File: src/logic/urs_consts.svh
//
// Contract
// [RULE1] Register chosen by address and other bits
// [RULE2] Address 000: receive read, transmit write
// [RULE3] Address 010: ident read, FIFO control write
// [RULE4] Line and modem status are read-only
// [RULE5] Divisor bytes mapped only with access bit
// [RULE6] Sixteen-bit divisor, low 000, high 001
// [RULE7] Flow registers reachable only at key BF
// [RULE8] Threshold registers need enhanced and modem bit six
// [RULE9] FIFO ready needs selects low, loopback off
// [RULE10] Prescaler bit writable only with enhanced enable
// [RULE11] Enhanced control bits locked without enhanced enable
// [RULE12] Receive storage is 64-entry first-in first-out
// [RULE13] Shift register assembles serial receive characters
// [RULE14] Character format follows line format control
// [RULE15] FIFO off: entry zero, overwrite unread
// [RULE16] Full buffer drops characters, receiver never stalls
// [RULE17] Each entry carries its own error bits
// [RULE18] Status read never advances read pointer
// [RULE19] Line control bit seven enables divisor access
// [RULE20] FIFO ready bits 0,1,4,5, others zero
// [RULE21] Ident bits 7 and 6 show FIFO enable
`ifndef URS_CONSTS_SVH
`define URS_CONSTS_SVH

`define URS_ADDR_DATA   3'h0
`define URS_ADDR_IER    3'h1
`define URS_ADDR_IIR    3'h2
`define URS_ADDR_LCR    3'h3
`define URS_ADDR_MCR    3'h4
`define URS_ADDR_LSR    3'h5
`define URS_ADDR_MSR    3'h6
`define URS_ADDR_SPR    3'h7

`define URS_LCR_KEY     8'hBF
`define URS_LCR_DIVISOR_ACCESS_BIT    7
`define URS_LCR_PAR_EN  3
`define URS_LCR_EVEN    4
`define URS_LCR_FORCE   5
`define URS_EFR_ENH     4
`define URS_MCR_FRDY    2
`define URS_MCR_LOOP    4
`define URS_MCR_TCR     6
`define URS_FCR_FEN     0
`define URS_FCR_RXCLR   1
`define URS_FCR_TXCLR   2

`define URS_IER_ENH     8'hF0
`define URS_FCR_ENH     8'h30
`define URS_MCR_ENH     8'hE0
`define URS_FCR_SELFCLR 8'h06
`define URS_IIR_NOINT   4'h1

`define URS_RST_BYTE    8'h00
`define URS_RX_DEPTH    64
`define URS_RX_FULL     7'h40
`define URS_TX_DEPTH    16
`define URS_OVS_MID     4'h7
`define URS_OVS_LAST    4'hF

`endif

File: src/logic/urs_pkg.sv
package urs_pkg;

    typedef struct packed {
        logic       brk;
        logic       frame;
        logic       parity;
        logic [7:0] data;
    } urs_rx_entry_type;

    typedef struct packed {
        logic [2:0] addr;
        logic [7:0] data;
        logic       sel;
    } urs_wr_hold_type;

    typedef enum logic [4:0] {
        RX_IDLE   = 5'b00001,
        RX_START  = 5'b00010,
        RX_DATA   = 5'b00100,
        RX_PARITY = 5'b01000,
        RX_STOP   = 5'b10000
    } urs_rx_state_type;

endpackage

File: src/logic/urs_regsel.sv
`timescale 1ns/1ps
`include "urs_consts.svh"

// ****************************************************************
// Transmit buffer
// ****************************************************************
module urs_fifo #(
    parameter int WIDTH = 8,
    parameter int DEPTH = 16
) (
    input  wire logic             clk_i,
    input  wire logic             rst_i,
    input  wire logic             flush_i,
    input  wire logic             in_valid_i,
    output logic                  in_ready_o,
    input  wire logic [WIDTH-1:0] in_data_i,
    output logic                  out_valid_o,
    input  wire logic             out_ready_i,
    output logic      [WIDTH-1:0] out_data_o
);
    localparam int AW = $clog2(DEPTH);
    localparam int CW = $clog2(DEPTH + 1);

    logic [WIDTH-1:0] mem_r [DEPTH];
    logic [AW-1:0]    wr_ptr_r;
    logic [AW-1:0]    rd_ptr_r;
    logic [CW-1:0]    count_r;
    wire              push = in_valid_i & in_ready_o;
    wire              pop  = out_valid_o & out_ready_i;

    assign in_ready_o  = count_r != CW'(DEPTH);
    assign out_valid_o = count_r != '0;
    assign out_data_o  = mem_r[rd_ptr_r];

    // Depth is a power of two, so pointers wrap by overflow
    always_ff @(posedge clk_i or posedge rst_i) begin
        if (rst_i) begin
            wr_ptr_r <= '0;
            rd_ptr_r <= '0;
            count_r  <= '0;
        end else if (flush_i) begin
            wr_ptr_r <= '0;
            rd_ptr_r <= '0;
            count_r  <= '0;
        end else begin
            wr_ptr_r <= AW'(wr_ptr_r + AW'(push));
            rd_ptr_r <= AW'(rd_ptr_r + AW'(pop));
            count_r  <= CW'(count_r + CW'(push) - CW'(pop));
        end
    end

    always_ff @(posedge clk_i) begin
        if (push) begin
            mem_r[wr_ptr_r] <= in_data_i;
        end
    end
endmodule // urs_fifo

// ****************************************************************
// Register select and receive path
// ****************************************************************
module urs_regsel (
    input  wire logic       clk_i,
    input  wire logic       rst_i,
    input  wire logic [2:0] addr_i,
    input  wire logic [7:0] data_i,
    output logic      [7:0] data_o,
    output logic            data_oe_o,
    input  wire logic       rd_n_i,
    input  wire logic       wr_n_i,
    input  wire logic       channel_a_select_n_i,
    input  wire logic       channel_b_select_n_i,
    input  wire logic       rx_i,
    input  wire logic [7:0] modem_pin_state_i,
    input  wire logic       peer_tx_ready_i,
    input  wire logic       peer_rx_ready_i,
    output logic            tx_valid_o,
    output logic      [7:0] tx_data_o,
    input  wire logic       tx_ready_i,
    output logic            tx_space_o,
    output logic     [15:0] divisor_o,
    output logic      [7:0] line_format_o,
    output logic      [7:0] modem_ctl_o
);
    function automatic logic hit(input logic [2:0] a, input logic [2:0] b);
        return a == b;
    endfunction

    function automatic logic [7:0] guard(input logic [7:0] old_v, input logic [7:0] new_v,
                                         input logic [7:0] mask, input logic en);
        return en ? new_v : ((old_v & mask) | (new_v & ~mask));
    endfunction

    // ************************************************************
    // Strobes
    // ************************************************************
    logic                     rd_q_r;
    logic                     wr_q_r;
    urs_pkg::urs_wr_hold_type hold_r;
    logic [7:0] ier_r, lcr_r, mcr_r, spr_r, dll_r, dlh_r, efr_r, fcr_r;
    logic [7:0] resume_char_one_r, resume_char_two_r, pause_char_one_r, pause_char_two_r, tcr_r, tlr_r;
    logic [7:0] rdata_r;

    wire sel       = ~channel_a_select_n_i;
    wire rd_pulse  = sel & ~rd_n_i & rd_q_r;
    wire wr_commit = hold_r.sel & wr_n_i & ~wr_q_r;
    wire divisor_access_bit      = lcr_r[`URS_LCR_DIVISOR_ACCESS_BIT];              // [RULE19]
    wire key       = lcr_r == `URS_LCR_KEY;             // [RULE7]
    wire enh       = efr_r[`URS_EFR_ENH];
    wire tcr_en    = enh & mcr_r[`URS_MCR_TCR];         // [RULE8]
    wire fifo_en   = fcr_r[`URS_FCR_FEN];
    wire frdy_en   = ~channel_a_select_n_i & ~channel_b_select_n_i
                   & mcr_r[`URS_MCR_FRDY] & ~mcr_r[`URS_MCR_LOOP]; // [RULE9]

    // Write address and data are captured every cycle while the strobe is low, then held once it rises
    always_ff @(posedge clk_i or posedge rst_i) begin
        if (rst_i) begin
            rd_q_r <= 1'b1;
            wr_q_r <= 1'b1;
            hold_r <= '0;
        end else begin
            rd_q_r <= rd_n_i;
            wr_q_r <= wr_n_i;
            if (~wr_n_i) begin
                hold_r <= '{addr: addr_i, data: data_i, sel: sel};
            end
        end
    end

    // ************************************************************
    // Write decode
    // ************************************************************
    wire [2:0] wa     = hold_r.addr;
    wire [7:0] wd     = hold_r.data;
    wire we_thr   = wr_commit & hit(wa, `URS_ADDR_DATA) & ~divisor_access_bit;  // [RULE2]
    wire we_dll   = wr_commit & hit(wa, `URS_ADDR_DATA) & divisor_access_bit;   // [RULE5] [RULE6]
    wire we_ier   = wr_commit & hit(wa, `URS_ADDR_IER) & ~divisor_access_bit;
    wire we_dlh   = wr_commit & hit(wa, `URS_ADDR_IER) & divisor_access_bit;    // [RULE5] [RULE6]
    wire we_fcr   = wr_commit & hit(wa, `URS_ADDR_IIR) & ~key;    // [RULE3]
    wire we_efr   = wr_commit & hit(wa, `URS_ADDR_IIR) & key;     // [RULE7]
    wire we_lcr   = wr_commit & hit(wa, `URS_ADDR_LCR);
    wire we_mcr   = wr_commit & hit(wa, `URS_ADDR_MCR) & ~key;
    wire we_resume_char_one  = wr_commit & hit(wa, `URS_ADDR_MCR) & key;
    wire we_resume_char_two  = wr_commit & hit(wa, `URS_ADDR_LSR) & key;     // [RULE4]
    wire we_pause_char_one = wr_commit & hit(wa, `URS_ADDR_MSR) & key;
    wire we_tcr   = wr_commit & hit(wa, `URS_ADDR_MSR) & ~key & tcr_en; // [RULE8]
    wire we_pause_char_two = wr_commit & hit(wa, `URS_ADDR_SPR) & key;
    wire we_tlr   = wr_commit & hit(wa, `URS_ADDR_SPR) & ~key & tcr_en;
    wire we_spr   = wr_commit & hit(wa, `URS_ADDR_SPR) & ~key & ~tcr_en;

    always_ff @(posedge clk_i or posedge rst_i) begin
        if (rst_i) begin
            {ier_r, lcr_r, mcr_r, spr_r} <= {4{`URS_RST_BYTE}};
            {dll_r, dlh_r, efr_r, fcr_r} <= {4{`URS_RST_BYTE}};
            {resume_char_one_r, resume_char_two_r, pause_char_one_r, pause_char_two_r, tcr_r, tlr_r} <= {6{`URS_RST_BYTE}};
        end else begin
            if (we_ier)   ier_r   <= guard(ier_r, wd, `URS_IER_ENH, enh);  // [RULE11]
            if (we_fcr)   fcr_r   <= guard(fcr_r, wd, `URS_FCR_ENH, enh) & ~`URS_FCR_SELFCLR; // [RULE11]
            if (we_mcr)   mcr_r   <= guard(mcr_r, wd, `URS_MCR_ENH, enh);  // [RULE10] [RULE11]
            if (we_lcr)   lcr_r   <= wd;
            if (we_dll)   dll_r   <= wd;
            if (we_dlh)   dlh_r   <= wd;
            if (we_efr)   efr_r   <= wd;
            if (we_resume_char_one)  resume_char_one_r  <= wd;
            if (we_resume_char_two)  resume_char_two_r  <= wd;
            if (we_pause_char_one) pause_char_one_r <= wd;
            if (we_pause_char_two) pause_char_two_r <= wd;
            if (we_tcr)   tcr_r   <= wd;
            if (we_tlr)   tlr_r   <= wd;
            if (we_spr)   spr_r   <= wd;
        end
    end

    assign divisor_o     = {dlh_r, dll_r};
    assign line_format_o = lcr_r;
    assign modem_ctl_o   = mcr_r;

    // ************************************************************
    // Transmit buffer
    // ************************************************************
    wire tx_flush = we_fcr & wd[`URS_FCR_TXCLR];

    urs_fifo #(.WIDTH(8), .DEPTH(`URS_TX_DEPTH)) u_tx_fifo (
        .clk_i       (clk_i),
        .rst_i       (rst_i),
        .flush_i     (tx_flush),
        .in_valid_i  (we_thr),
        .in_ready_o  (tx_space_o),
        .in_data_i   (wd),
        .out_valid_o (tx_valid_o),
        .out_ready_i (tx_ready_i),
        .out_data_o  (tx_data_o)
    );

    // ************************************************************
    // Receive shift register
    // ************************************************************
    urs_pkg::urs_rx_state_type rx_state_r, rx_state_nxt;
    logic [15:0] div_cnt_r;
    logic [3:0]  ovs_r, ovs_nxt;
    logic [2:0]  bit_r, bit_nxt;
    logic [7:0]  shift_r, shift_nxt;
    logic        perr_r, perr_nxt, pbit_r, pbit_nxt, rx_push;

    wire [15:0] div_last  = (divisor_o == 16'h0000) ? 16'h0000 : 16'(divisor_o - 16'h0001);
    wire        tick      = div_cnt_r >= div_last;
    wire        at_last   = tick & (ovs_r == `URS_OVS_LAST);
    wire [2:0]  wlen_last = 3'(3'h4 + {1'b0, lcr_r[1:0]});  // [RULE14]
    wire        exp_par   = lcr_r[`URS_LCR_FORCE] ? ~lcr_r[`URS_LCR_EVEN]
                          : (lcr_r[`URS_LCR_EVEN] ? ^shift_r : ~^shift_r); // [RULE14]
    wire urs_pkg::urs_rx_entry_type rx_entry = '{brk: ~rx_i & (shift_r == 8'h00) & ~pbit_r,
                                                 frame: ~rx_i, parity: perr_r, data: shift_r}; // [RULE17]

    always_comb begin
        rx_state_nxt = rx_state_r;
        ovs_nxt      = tick ? 4'(ovs_r + 4'h1) : ovs_r;
        bit_nxt      = bit_r;
        shift_nxt    = shift_r;
        perr_nxt     = perr_r;
        pbit_nxt     = pbit_r;
        rx_push      = 1'b0;
        case (rx_state_r)  // [RULE13]
            urs_pkg::RX_IDLE: begin
                ovs_nxt   = 4'h0;
                bit_nxt   = 3'h0;
                shift_nxt = 8'h00;
                perr_nxt  = 1'b0;
                pbit_nxt  = 1'b0;
                if (~rx_i) rx_state_nxt = urs_pkg::RX_START;
            end
            urs_pkg::RX_START: begin
                if (tick && ovs_r == `URS_OVS_MID) begin
                    ovs_nxt      = 4'h0;
                    rx_state_nxt = rx_i ? urs_pkg::RX_IDLE : urs_pkg::RX_DATA;
                end
            end
            urs_pkg::RX_DATA: begin
                if (at_last) begin
                    shift_nxt[bit_r] = rx_i;
                    bit_nxt          = 3'(bit_r + 3'h1);
                    if (bit_r == wlen_last) begin
                        rx_state_nxt = lcr_r[`URS_LCR_PAR_EN] ? urs_pkg::RX_PARITY : urs_pkg::RX_STOP;
                    end
                end
            end
            urs_pkg::RX_PARITY: begin
                if (at_last) begin
                    pbit_nxt     = rx_i;
                    perr_nxt     = rx_i != exp_par;
                    rx_state_nxt = urs_pkg::RX_STOP;
                end
            end
            urs_pkg::RX_STOP: begin
                if (at_last) begin
                    rx_push      = 1'b1;
                    rx_state_nxt = urs_pkg::RX_IDLE;
                end
            end
            default: rx_state_nxt = urs_pkg::RX_IDLE;
        endcase
    end

    always_ff @(posedge clk_i or posedge rst_i) begin
        if (rst_i) begin
            rx_state_r <= urs_pkg::RX_IDLE;
            div_cnt_r  <= 16'h0000;
            {ovs_r, bit_r, shift_r, perr_r, pbit_r} <= '0;
        end else begin
            rx_state_r <= rx_state_nxt;
            div_cnt_r  <= tick ? 16'h0000 : 16'(div_cnt_r + 16'h0001);
            {ovs_r, bit_r, shift_r, perr_r, pbit_r} <= {ovs_nxt, bit_nxt, shift_nxt, perr_nxt, pbit_nxt};
        end
    end

    // ************************************************************
    // Receive holding buffer
    // ************************************************************
    urs_pkg::urs_rx_entry_type rx_mem_r [`URS_RX_DEPTH];
    logic [5:0] rx_wr_ptr_r, rx_rd_ptr_r, rx_wr_ptr_nxt, rx_rd_ptr_nxt;
    logic [6:0] rx_count_r, rx_count_nxt;
    logic       overrun_r, err_any;

    wire rx_full  = rx_count_r == `URS_RX_FULL;
    wire rd_rhr   = rd_pulse & hit(addr_i, `URS_ADDR_DATA) & ~divisor_access_bit;   // [RULE2]
    wire rd_lsr   = rd_pulse & hit(addr_i, `URS_ADDR_LSR) & ~key;
    wire rx_pop   = rd_rhr & (rx_count_r != 7'h00);                   // [RULE18]
    wire rx_clr   = we_fcr & wd[`URS_FCR_RXCLR];
    wire rx_store = rx_push & (~fifo_en | ~rx_full);                  // [RULE16]
    wire ovr_set  = rx_push & (fifo_en ? rx_full : (rx_count_r != 7'h00) & ~rx_pop); // [RULE15] [RULE16]
    wire [5:0] rx_slot = fifo_en ? rx_wr_ptr_r : 6'h00;               // [RULE15]
    wire urs_pkg::urs_rx_entry_type head = rx_mem_r[rx_rd_ptr_r];

    always_comb begin
        if (rx_clr) begin
            rx_count_nxt = 7'h00;
        end else if (~fifo_en) begin
            // Leaving FIFO mode collapses the buffer to the single slot
            rx_count_nxt = rx_push ? 7'h01 : (rx_pop ? 7'h00 : {6'h00, rx_count_r != 7'h00});  // [RULE15]
        end else begin
            rx_count_nxt = 7'(rx_count_r + 7'(rx_store) - 7'(rx_pop));      // [RULE12]
        end
        rx_rd_ptr_nxt = (rx_clr | ~fifo_en) ? 6'h00 : 6'(rx_rd_ptr_r + 6'(rx_pop));
        rx_wr_ptr_nxt = (rx_clr | ~fifo_en) ? 6'h00 : 6'(rx_wr_ptr_r + 6'(rx_store));
    end

    // Error summary covers every held entry, not just the head
    always_comb begin
        err_any = 1'b0;
        for (int i = 0; i < `URS_RX_DEPTH; i++) begin
            if (7'(i) < rx_count_r) begin
                err_any = err_any | (|rx_mem_r[6'(rx_rd_ptr_r + 6'(i))][10:8]);
            end
        end
    end

    always_ff @(posedge clk_i or posedge rst_i) begin
        if (rst_i) begin
            rx_count_r  <= 7'h00;
            rx_rd_ptr_r <= 6'h00;
            rx_wr_ptr_r <= 6'h00;
            overrun_r   <= 1'b0;
        end else begin
            rx_count_r  <= rx_count_nxt;
            rx_rd_ptr_r <= rx_rd_ptr_nxt;
            rx_wr_ptr_r <= rx_wr_ptr_nxt;
            overrun_r   <= ovr_set | (overrun_r & ~rd_lsr);
        end
    end

    always_ff @(posedge clk_i) begin
        if (rx_store) rx_mem_r[rx_slot] <= rx_entry;  // [RULE12] [RULE17]
    end

    // ************************************************************
    // Read decode
    // ************************************************************
    wire [7:0] iir_v  = {fifo_en, fifo_en, 2'b00, `URS_IIR_NOINT};  // [RULE21]
    wire [7:0] lsr_v  = {err_any, ~tx_valid_o, ~tx_valid_o, head.brk, head.frame, head.parity,
                         overrun_r, rx_count_r != 7'h00};
    wire [7:0] frdy_v = {2'b00, peer_rx_ready_i, rx_count_r != 7'h00,
                         2'b00, peer_tx_ready_i, tx_space_o};         // [RULE20]
    logic [7:0] rd_mux;

    always_comb begin  // [RULE1]
        if (hit(addr_i, `URS_ADDR_DATA)) rd_mux = divisor_access_bit ? dll_r : head.data;
        else if (hit(addr_i, `URS_ADDR_IER)) rd_mux = divisor_access_bit ? dlh_r : ier_r;
        else if (hit(addr_i, `URS_ADDR_IIR)) rd_mux = key ? efr_r : iir_v;   // [RULE3]
        else if (hit(addr_i, `URS_ADDR_LCR)) rd_mux = lcr_r;
        else if (hit(addr_i, `URS_ADDR_MCR)) rd_mux = key ? resume_char_one_r : mcr_r;
        else if (hit(addr_i, `URS_ADDR_LSR)) rd_mux = key ? resume_char_two_r : lsr_v;  // [RULE4]
        else if (hit(addr_i, `URS_ADDR_MSR)) rd_mux = key ? pause_char_one_r : (tcr_en ? tcr_r : modem_pin_state_i);
        else if (key) rd_mux = pause_char_two_r;
        else if (tcr_en) rd_mux = tlr_r;
        else if (frdy_en) rd_mux = frdy_v;  // [RULE9]
        else rd_mux = spr_r;
    end

    always_ff @(posedge clk_i or posedge rst_i) begin
        if (rst_i) rdata_r <= 8'h00;
        else if (rd_pulse) rdata_r <= rd_mux;
    end

    assign data_o    = rdata_r;
    assign data_oe_o = sel & ~rd_n_i;

    // ************************************************************
    // Checks
    // ************************************************************
    rhr_pop_a: assert property (@(posedge clk_i) disable iff (rst_i) // [RULE2]
        rd_rhr && fifo_en && rx_count_r != 7'h00 && !rx_push && !rx_clr
        |=> rx_count_r == $past(rx_count_r) - 7'h01) else $error("receive read did not pop");
    lsr_nopop_a: assert property (@(posedge clk_i) disable iff (rst_i) // [RULE18]
        rd_lsr && !rx_push && !rx_clr |=> $stable(rx_count_r) && $stable(rx_rd_ptr_r))
        else $error("status read moved receive buffer");
    dll_write_a: assert property (@(posedge clk_i) disable iff (rst_i) // [RULE5]
        wr_commit && hit(wa, `URS_ADDR_DATA) && divisor_access_bit |=> dll_r == $past(wd) && !(tx_valid_o && !$past(tx_valid_o)))
        else $error("divisor low write wrong");
    efr_gate_a: assert property (@(posedge clk_i) disable iff (rst_i) // [RULE7]
        !key |=> $stable(efr_r) && $stable(resume_char_one_r) && $stable(pause_char_two_r)) else $error("flow register changed");
    mcr7_gate_a: assert property (@(posedge clk_i) disable iff (rst_i) // [RULE10]
        !enh |=> mcr_r[7:5] == $past(mcr_r[7:5]) && ier_r[7:4] == $past(ier_r[7:4]))
        else $error("enhanced bit changed while locked");
    tcr_gate_a: assert property (@(posedge clk_i) disable iff (rst_i) // [RULE8]
        !tcr_en |=> $stable(tcr_r) && $stable(tlr_r)) else $error("threshold register changed");
    iir_bits_a: assert property (@(posedge clk_i) disable iff (rst_i) // [RULE21]
        rd_pulse && hit(addr_i, `URS_ADDR_IIR) && !key |=> rdata_r[7:6] == {2{$past(fifo_en)}})
        else $error("ident fifo bits wrong");
    rx_drop_a: assert property (@(posedge clk_i) disable iff (rst_i) // [RULE16]
        rx_push && fifo_en && rx_full && !rx_pop && !rx_clr |=> rx_count_r == `URS_RX_FULL && overrun_r)
        else $error("full buffer not dropping");
    single_slot_a: assert property (@(posedge clk_i) disable iff (rst_i) // [RULE15]
        !fifo_en && $past(!fifo_en) |-> rx_count_r <= 7'h01) else $error("non-fifo mode holds more than one");
endmodule // urs_regsel

File: config.mk
export PLATFORM = sky130hd
export DESIGN_NAME = urs_regsel
export DESIGN_NICKNAME = d
export VERILOG_FILES = /design/src/logic/urs_pkg.sv /design/src/logic/urs_regsel.sv
export VERILOG_INCLUDE_DIRS = /design/src /design/src/logic
export SDC_FILE = /design/constraint.sdc
export NUM_CORES = 2
export LEC_CHECK = 0
export ABC_AREA = 1
export BUFFER_PORTS_ARGS = -buffer_cell sky130_fd_sc_hd__buf_2
export CAP_MARGIN = 20
export CORE_MARGIN = 8
export CORE_UTILIZATION = 31
export DETAILED_ROUTE_END_ITERATION = 12
export GPL_ROUTABILITY_DRIVEN = 0
export MAX_ROUTING_LAYER = met4
export PLACE_DENSITY = 0.55
export SLEW_MARGIN = 20
export SYNTH_ARGS = -nofsm -noshare
export SYNTH_HDL_FRONTEND = slang
export SYNTH_HIERARCHICAL = 1
export SYNTH_SLANG_ARGS = --single-unit
File: constraint.sdc
create_clock -name clk_i -period 5.9 [get_ports clk_i]
set_input_delay 1.18 -clock clk_i [delete_from_list [all_inputs] [get_ports clk_i]]
set_output_delay 1.18 -clock clk_i [all_outputs]
set_load 0.05 [all_outputs]
## Yosys cells after proc, flatten, opt, wreduce, memory -nomap -nowiden

Memories as Yosys holds them, arrays and structs flattened.
Index checks and enable logic that the tools add are counted.

| storage, ports and cells | value |
|---|---|
| register bits after elaboration | 201 |
| RAM bits | 832 |
| bits of input ports | 29 |
| output and inout port bits | 51 |
| memories kept | 2 |

| cells by class | value |
|---|---|
| add/sub/neg operators | 76 |
| magnitude comparators | 67 |
| equality and inequality tests | 31 |
| mux-type cells | 128 |
| bitwise operators | 133 |
| reductions and logical operators | 79 |

Memory list:

| memory | words | bits a word | rd ports | clocked after memory_dff | wr ports | line | source |
|---|---|---|---|---|---|---|---|
| rx_mem_r | 64 | 11 | 64 | 0 | 1 | urs_regsel.sv:278 | `` urs_pkg::urs_rx_entry_type rx_mem_r [`URS_RX_DEPTH]; `` |
| u_tx_fifo.mem_r | 16 | 8 | 1 | 0 | 1 | urs_regsel.sv:24 | `logic [WIDTH-1:0] mem_r [DEPTH];` |

Operator list:

| cell | number |
|---|---|
| 6-bit by 7-bit < comparator with 1-bit output (first input constant) | 32 |
| 6-bit adder (second input constant) | 32 |
| 3-bit OR reduction | 64 |
| 8-bit two-way mux | 20 |
| 5-bit by 7-bit < comparator with 1-bit output (first input constant) | 16 |
| 6-bit by 5-bit adder with 6-bit output (second input constant) | 16 |
| 1-bit two-way mux | 78 |
| 1-bit bitwise OR | 66 |
| 4-bit by 7-bit < comparator with 1-bit output (first input constant) | 8 |
| 6-bit by 4-bit adder with 6-bit output (second input constant) | 8 |
| 1-bit bitwise AND | 48 |
| 5-bit two-way mux | 8 |
| 16-bit two-way mux | 2 |
| 3-bit by 7-bit < comparator with 1-bit output (first input constant) | 4 |
| 5-bit one-hot mux with 5 select lines | 1 |
| 6-bit by 3-bit adder with 6-bit output (second input constant) | 4 |
| 6-bit two-way mux | 4 |
| 3-bit equality test (second input constant) | 7 |
| 16-bit by 1-bit adder with 16-bit output (second input constant) | 1 |
| 16-bit greater-or-equal comparator | 1 |
| 16-bit zero test | 1 |
| 4-bit two-way mux | 4 |
| 1-bit NOT | 16 |
| 8-bit one-hot mux with 2 select lines | 1 |
| 51 further kinds | 72 |

## Longest topological paths before layout

An unclocked memory read counts as a cell.

| logic depth | value |
|---|---|
| word-level depth | 136 |
| gate-level depth with buffers | 42 |

## By module

Netlist, hierarchy kept.

By module, submodules not included:

| module | times used | cells each | area an instance (um2) | seq. area each (um2) |
|---|---|---|---|---|
| urs_regsel | 1 | 5949 | 50009.2 | 25773.5 |
| urs_fifo | 1 | 628 | 6339.8 | 4169.0 |

## Worst setup path before layout

OpenSTA, ideal clock, no wires.

| path | value |
|---|---|
| path type | register -> register |
| start | register dll_r[0] |
| end | register rx_count_r[6] |
| arrival time | 5.154 ns |
| slack | 0.622 ns |
| stages on the path, launching flop included | 43 |
| path buffers | 0 |
| path through | dfrtp_1 > inv_1 > ha_1 > nand2_1 > nor2_1 > inv_1 > nor2_1 > inv_1 > nor2_1 > inv_1 > nor4_1 > nand2_1 > inv_1 > nand2_1 > inv_1 > nor2_1 > ha_1 > inv_1 > [7 not listed] > a21oi_1 > nor2_1 > nor3_2 > nand2_1 > nor2_1 > nand2_1 > ha_1 > inv_1 > ha_1 > fa_1 > inv_1 > o31ai_1 > inv_1 > nor2_1 > nor2_1 > o21bai_1 > o21ai_0 > a21oi_1 |

| between the ends | value |
|---|---|
| word-level cells in the longest chain between the ends | 11 |
| elaborated cells on any way between the ends | 12 |
| those cells by class | add/sub (3); order compare (1); mux (5); bitwise (2); reduce/logical (1) |

RTL lines:

| item | line | source |
|---|---|---|
| start: declaration | urs_regsel.sv:100 | `logic [7:0] ier_r, lcr_r, mcr_r, spr_r, dll_r, dlh_r, efr_r, fcr_r;` |
| start signal: assignment | urs_regsel.sv:154 | `` {dll_r, dlh_r, efr_r, fcr_r} <= {4{`URS_RST_BYTE}}; `` |
| start signal: assignment | urs_regsel.sv:161 | `if (we_dll) dll_r <= wd;` |
| 16-bit by 1-bit subtractor with 16-bit output or 16-bit zero test (tied branches) | urs_regsel.sv:205 | `wire [15:0] div_last = (divisor_o == 16'h0000) ? 16'h0000 : 16'(divisor_o - 16'h0001);` |
| 16-bit two-way mux (*) | urs_regsel.sv:205 |  |
| 16-bit greater-or-equal comparator (*) | urs_regsel.sv:206 | `wire tick = div_cnt_r >= div_last;` |
| 1-bit bitwise AND (*) | urs_regsel.sv:207 | `` wire at_last = tick & (ovs_r == `URS_OVS_LAST); `` |
| 1-bit two-way mux (*) | urs_regsel.sv:254 | `if (at_last) begin` |
| 1-bit two-way mux (*) | urs_regsel.sv:222 | `case (rx_state_r)` |
| 1-bit bitwise AND (*) | urs_regsel.sv:288 | `wire rx_store = rx_push & (~fifo_en \| ~rx_full);` |
| 7-bit by 1-bit adder with 7-bit output (*) | urs_regsel.sv:300 | `rx_count_nxt = 7'(rx_count_r + 7'(rx_store) - 7'(rx_pop));` |
| 7-bit by 1-bit subtractor with 7-bit output (*) | urs_regsel.sv:300 |  |
| 7-bit two-way mux (*) | urs_regsel.sv:296 | `end else if (~fifo_en) begin` |
| 7-bit two-way mux (*) | urs_regsel.sv:294 | `if (rx_clr) begin` |
| via rx_count_nxt[6] | urs_regsel.sv:280 | `logic [6:0] rx_count_r, rx_count_nxt;` |
| end signal: assignment | urs_regsel.sv:323 | `rx_count_r <= rx_count_nxt;` |
| end: declaration | urs_regsel.sv:280 |  |

The timed path passes the listed nets; every way through them passes the cells marked *.
A chain may end at the register's enable or synchronous reset.

## Worst setup path after layout

| path | value |
|---|---|
| start | register dll_r[1] |
| end | register rx_count_r[6] |

Same word-level chain as after synthesis.

==> metrics.md <==
| Metric | Value |
|---|---|
| Outcome | finished, final reports clean |
| Final Cycle Share | approximately 94% |
| Netlist Area Pre-Place | roughly 56000 um^2 |
| Yosys reg bits | 1030 |
| Yosys warns | 6 |
| Synthesized Nets | around 6700 |
| Regs by FF count | rx_mem_r x704, u_tx_fifo/mem_r x128, div_cnt_r x16 |
| Main combinational cell family by area after synthesis | simple AND/OR/NAND/NOR gates |
| Clk slew on worst S/H paths | around 0.06 ns |
| Most common cell after layout, fill and taps aside | nand3_1 |
| Critical path's top delay family | simple AND/OR/NAND/NOR gates |
| CP Capture Type | flip-flop |
| Commonest cells after routing, fill and taps aside | 1648 x nand3_1, 1320 x nand2_1, 832 x edfxtp_1 |
| WP buf/inv | 13 |
| Max clock buf depth | 3 |
| Area grow syn2layout | 11.97% |
| Via count | 51150 |
| Most used DFF post-synth | edfxtp_1 |
| Post-Synth Simple-Gate Area | 28.90% |
| I/O pin count | 80 |
| GRT Util Overall | 21.31% |
| Fraction of layout cells with a size suffix above 1 | just under 8% |
| Slew Limit Fails | 0 |
| Chip Height | 442.3 um |
| Post-synth EDFFs | ~830 |
| Largest register by flop count | rx_mem_r |
| I/O Buffers | 79 |
| Die Footprint | 195700 um^2 |
| MaxCap Viol Count | 0 |
| Cell variety after synth | slightly below 60 |
| Sink Count | 1030 |
| DRC Markers | 0 |
| Pleak | roughly 24 nW |
| Core area | between 150000 and 200000 um^2 |
| Placed Cells | between 8000 and 9000 |
| FILL cells | between 15000 and 20000 |
| Worst path most repeated cell | inv_2 |
| CTS tree | yes |
| Post-synthesis mux area share | less than 1% |
| GRT overflow | 0 |
| Req. time, crit path | 6.54 ns |
| Final core utilization | approximately a third |
| Critical path's slowest cell | dfrtp_1 |
| Adder-Cell Fraction of Synth Area | about 1.7% |
| WP data arrival | around 6.2 ns |
| Number of global-route vias before repair | roughly 47000 |
| TNS Setup | 0 ns |
| Global-route wire length before repair | about 310000 um |
| Post-route minimum period | roughly 5.5 ns |
| Pin count of the biggest net entering global routing | around 180 |
| Post-route insts no fill | a little over 9000 |
| Post-DR wirelength/cell | 23.53 um |
| R2R Path End | rx_count_r[6] |
| Cell count after synthesis | about 6600 |
| Fin. Hold Viols | 0 |
| Post-synthesis compound-gate area fraction | under 10% |
| Via density | ~5.7 |
| Initial antenna violation count | 1 |
| Maximum vdd drop | approximately 0.28 mV |
| Max_slew headroom | 25.22% |
| CP startpoint kind | flip-flop |
| Xor/xnor share of the synthesized area | less than 1% |
| RR Startpoint | dll_r[1] |
| Hold crit path type | input port to asynchronous set/reset pin |
| FP Rows | around 160 |
| Starting DRC count in detailed routing | 7478 |
| CP max stage delay | ~0.4 ns |
| R2R Setup Slk | about 0.38 ns |
| Setup Skew | 0.06719 ns |
| Root Buffer | clkbuf_16 |
| Initial Utilization | between 30 and 40% |
| Worst Path Max Fanout | 3 |
| Synth async-reset ratio | about a fifth |
| F_max | 181.1 MHz |
| ANT nets after route | 0 |
| Cts bufs inserted | between 100 and 150 |
| DRT Pass-1 Iters | 10 |
| Final WL | 212900 um |
| Htree depth | 3 |
| DP Area | 59620 um^2 |
| # setup viols final | 0 |
| Final instance area | ~63000 um^2 |
| Final HPWL DP | roughly 150000 um |
| Clock Latency Late Sink | 0.77 ns |
| Number of flip-flops under the largest register name | 704 |
| Seq/Total Area, Yosys | between 50 and 60% |
| Worst Tran Pin Value | between 1 and 1.5 ns |
| Power per cell area | about 300 nW/um^2 |
| Fin nets | around 6700 |
| Worst hold margin | 0.4754 ns |
| R2r worst-path depth | 44 |
| Syn Area/Cell | 8.568 um^2 |
| Die span in x | 442.3 um |
| Setup CP Type | flip-flop to flip-flop |
-- Yosys cell counts (all sizes together) (2+ instances only) --
cell type / n / area share, %
nand3: 1648 / 15
nand2: 1328 / 8.9
edfxtp: 832 / 44
nor2: 663 / 4.4
o21ai: 516 / 4.6
inv: 380 / 2.5
buf: 198 / 2.0
dfrtp: 195 / 8.7
clkbuf: 177 / 1.2
a21oi: 139 / 1.3
o221ai: 78 / 1.2
ha: 74 / 1.6
o211ai: 65 / 0.87
o22ai: 53 / 0.59
xor2: 49 / 0.81
nor3: 34 / 0.32
a31oi: 25 / 0.28
nand4: 25 / 0.28
nand3b: 10 / 0.13
o21a: 10 / 0.13
xnor2: 9 / 0.15
nor4: 7 / 0.078
clkinv: 6 / 0.040
o31ai: 6 / 0.080
a211oi: 5 / 0.067
a22oi: 5 / 0.067
or2: 5 / 0.056
a221oi: 4 / 0.062
nor3b: 4 / 0.053
o21bai: 4 / 0.053
o221a: 4 / 0.080
dfstp: 3 / 0.14
mux2: 3 / 0.060
fa: 2 / 0.071
o311ai: 2 / 0.031
-- timing repair --
item / in CTS / in global routing
gates resized for setup: 0 / 31
setup endpoints to repair: 0 / 3
setup buffers: 0 / 3
hold buffers: 0 / 0
-- routing by layer --
metal / share of wire, % / GRT usage (%) / vias to the layer above
li1: - / - / 23120
met1: 42 / 28.64 / 24540
met2: 43 / 31.19 / 2935
met3: 11 / 4.737 / 551
met4: 5.1 / 8.655 / 0
met5: 0 / - / -
-- cell type report --
class,instances,area (um^2),area share [%]
flip-flops and latches,1030,29990,47.53
multi-input cells,4786,23290,36.91
well taps,2370,2965,4.700
clock buffers,134,2810,4.454
repair buffers,277,2018,3.199
inverters,386,1476,2.340
clock inverters,61,545.5,0.8646
diodes,2,5.005,0.007932
-- report_power, final --
part | total [mW] | internal, mW | switching, mW
Sequential | 8.40 | 8.08 | 0.320
Clock | 6.51 | 3.58 | 2.93
Combinational | 3.64 | 1.06 | 2.57
Total | 18.5 | 12.7 | 5.82
-- worst reg2reg max path, delay by kind of cell (launching register included) --
kind            cells  cell delay [ns]
buf+inv            13             1.06
compound gates      9             1.10
flops               1             0.39
fa+ha+maj           5             1.00
simple gates       17             1.84
-- logic make-up after synthesis --
group,after synthesis
multiplexers,4
flip-flops,1030
AO/OA/AOI/OAI,922
XOR/XNOR,58
adder cells (fa/ha/maj),76
AND/OR/NAND/NOR,3726
buffers and inverters,761
-- per-stage QoR --
| stage | setup slack (ns) | total power [mW] |
|---|---|---|
| 6_report | 0.3775 | 18.55 |
| 5_1_grt | -0.06279 | 19.32 |
| 4_1_cts | 0.3017 | 18.57 |
| 3_5_place_dp | 0.3213 | 12.05 |
| 3_3_place_gp | 0.2021 | 12.05 |
| 2_1_floorplan | 0.6217 | 10.92 |
-- worst max path at each step --
stage / start / depth (start not counted) / to
6_report: dll_r[1] / 44 / rx_count_r[6]
5_1_grt: dll_r[1] / 44 / rx_count_r[6]
4_1_cts: dll_r[1] / 44 / rx_count_r[6]
3_5_place_dp: dll_r[1] / 44 / rx_count_r[6]
3_3_place_gp: dll_r[0] / 44 / rx_count_r[6]
2_1_floorplan: dll_r[0] / 42 / rx_count_r[6]
No activity file was read; power rests on OpenSTA's default activity.
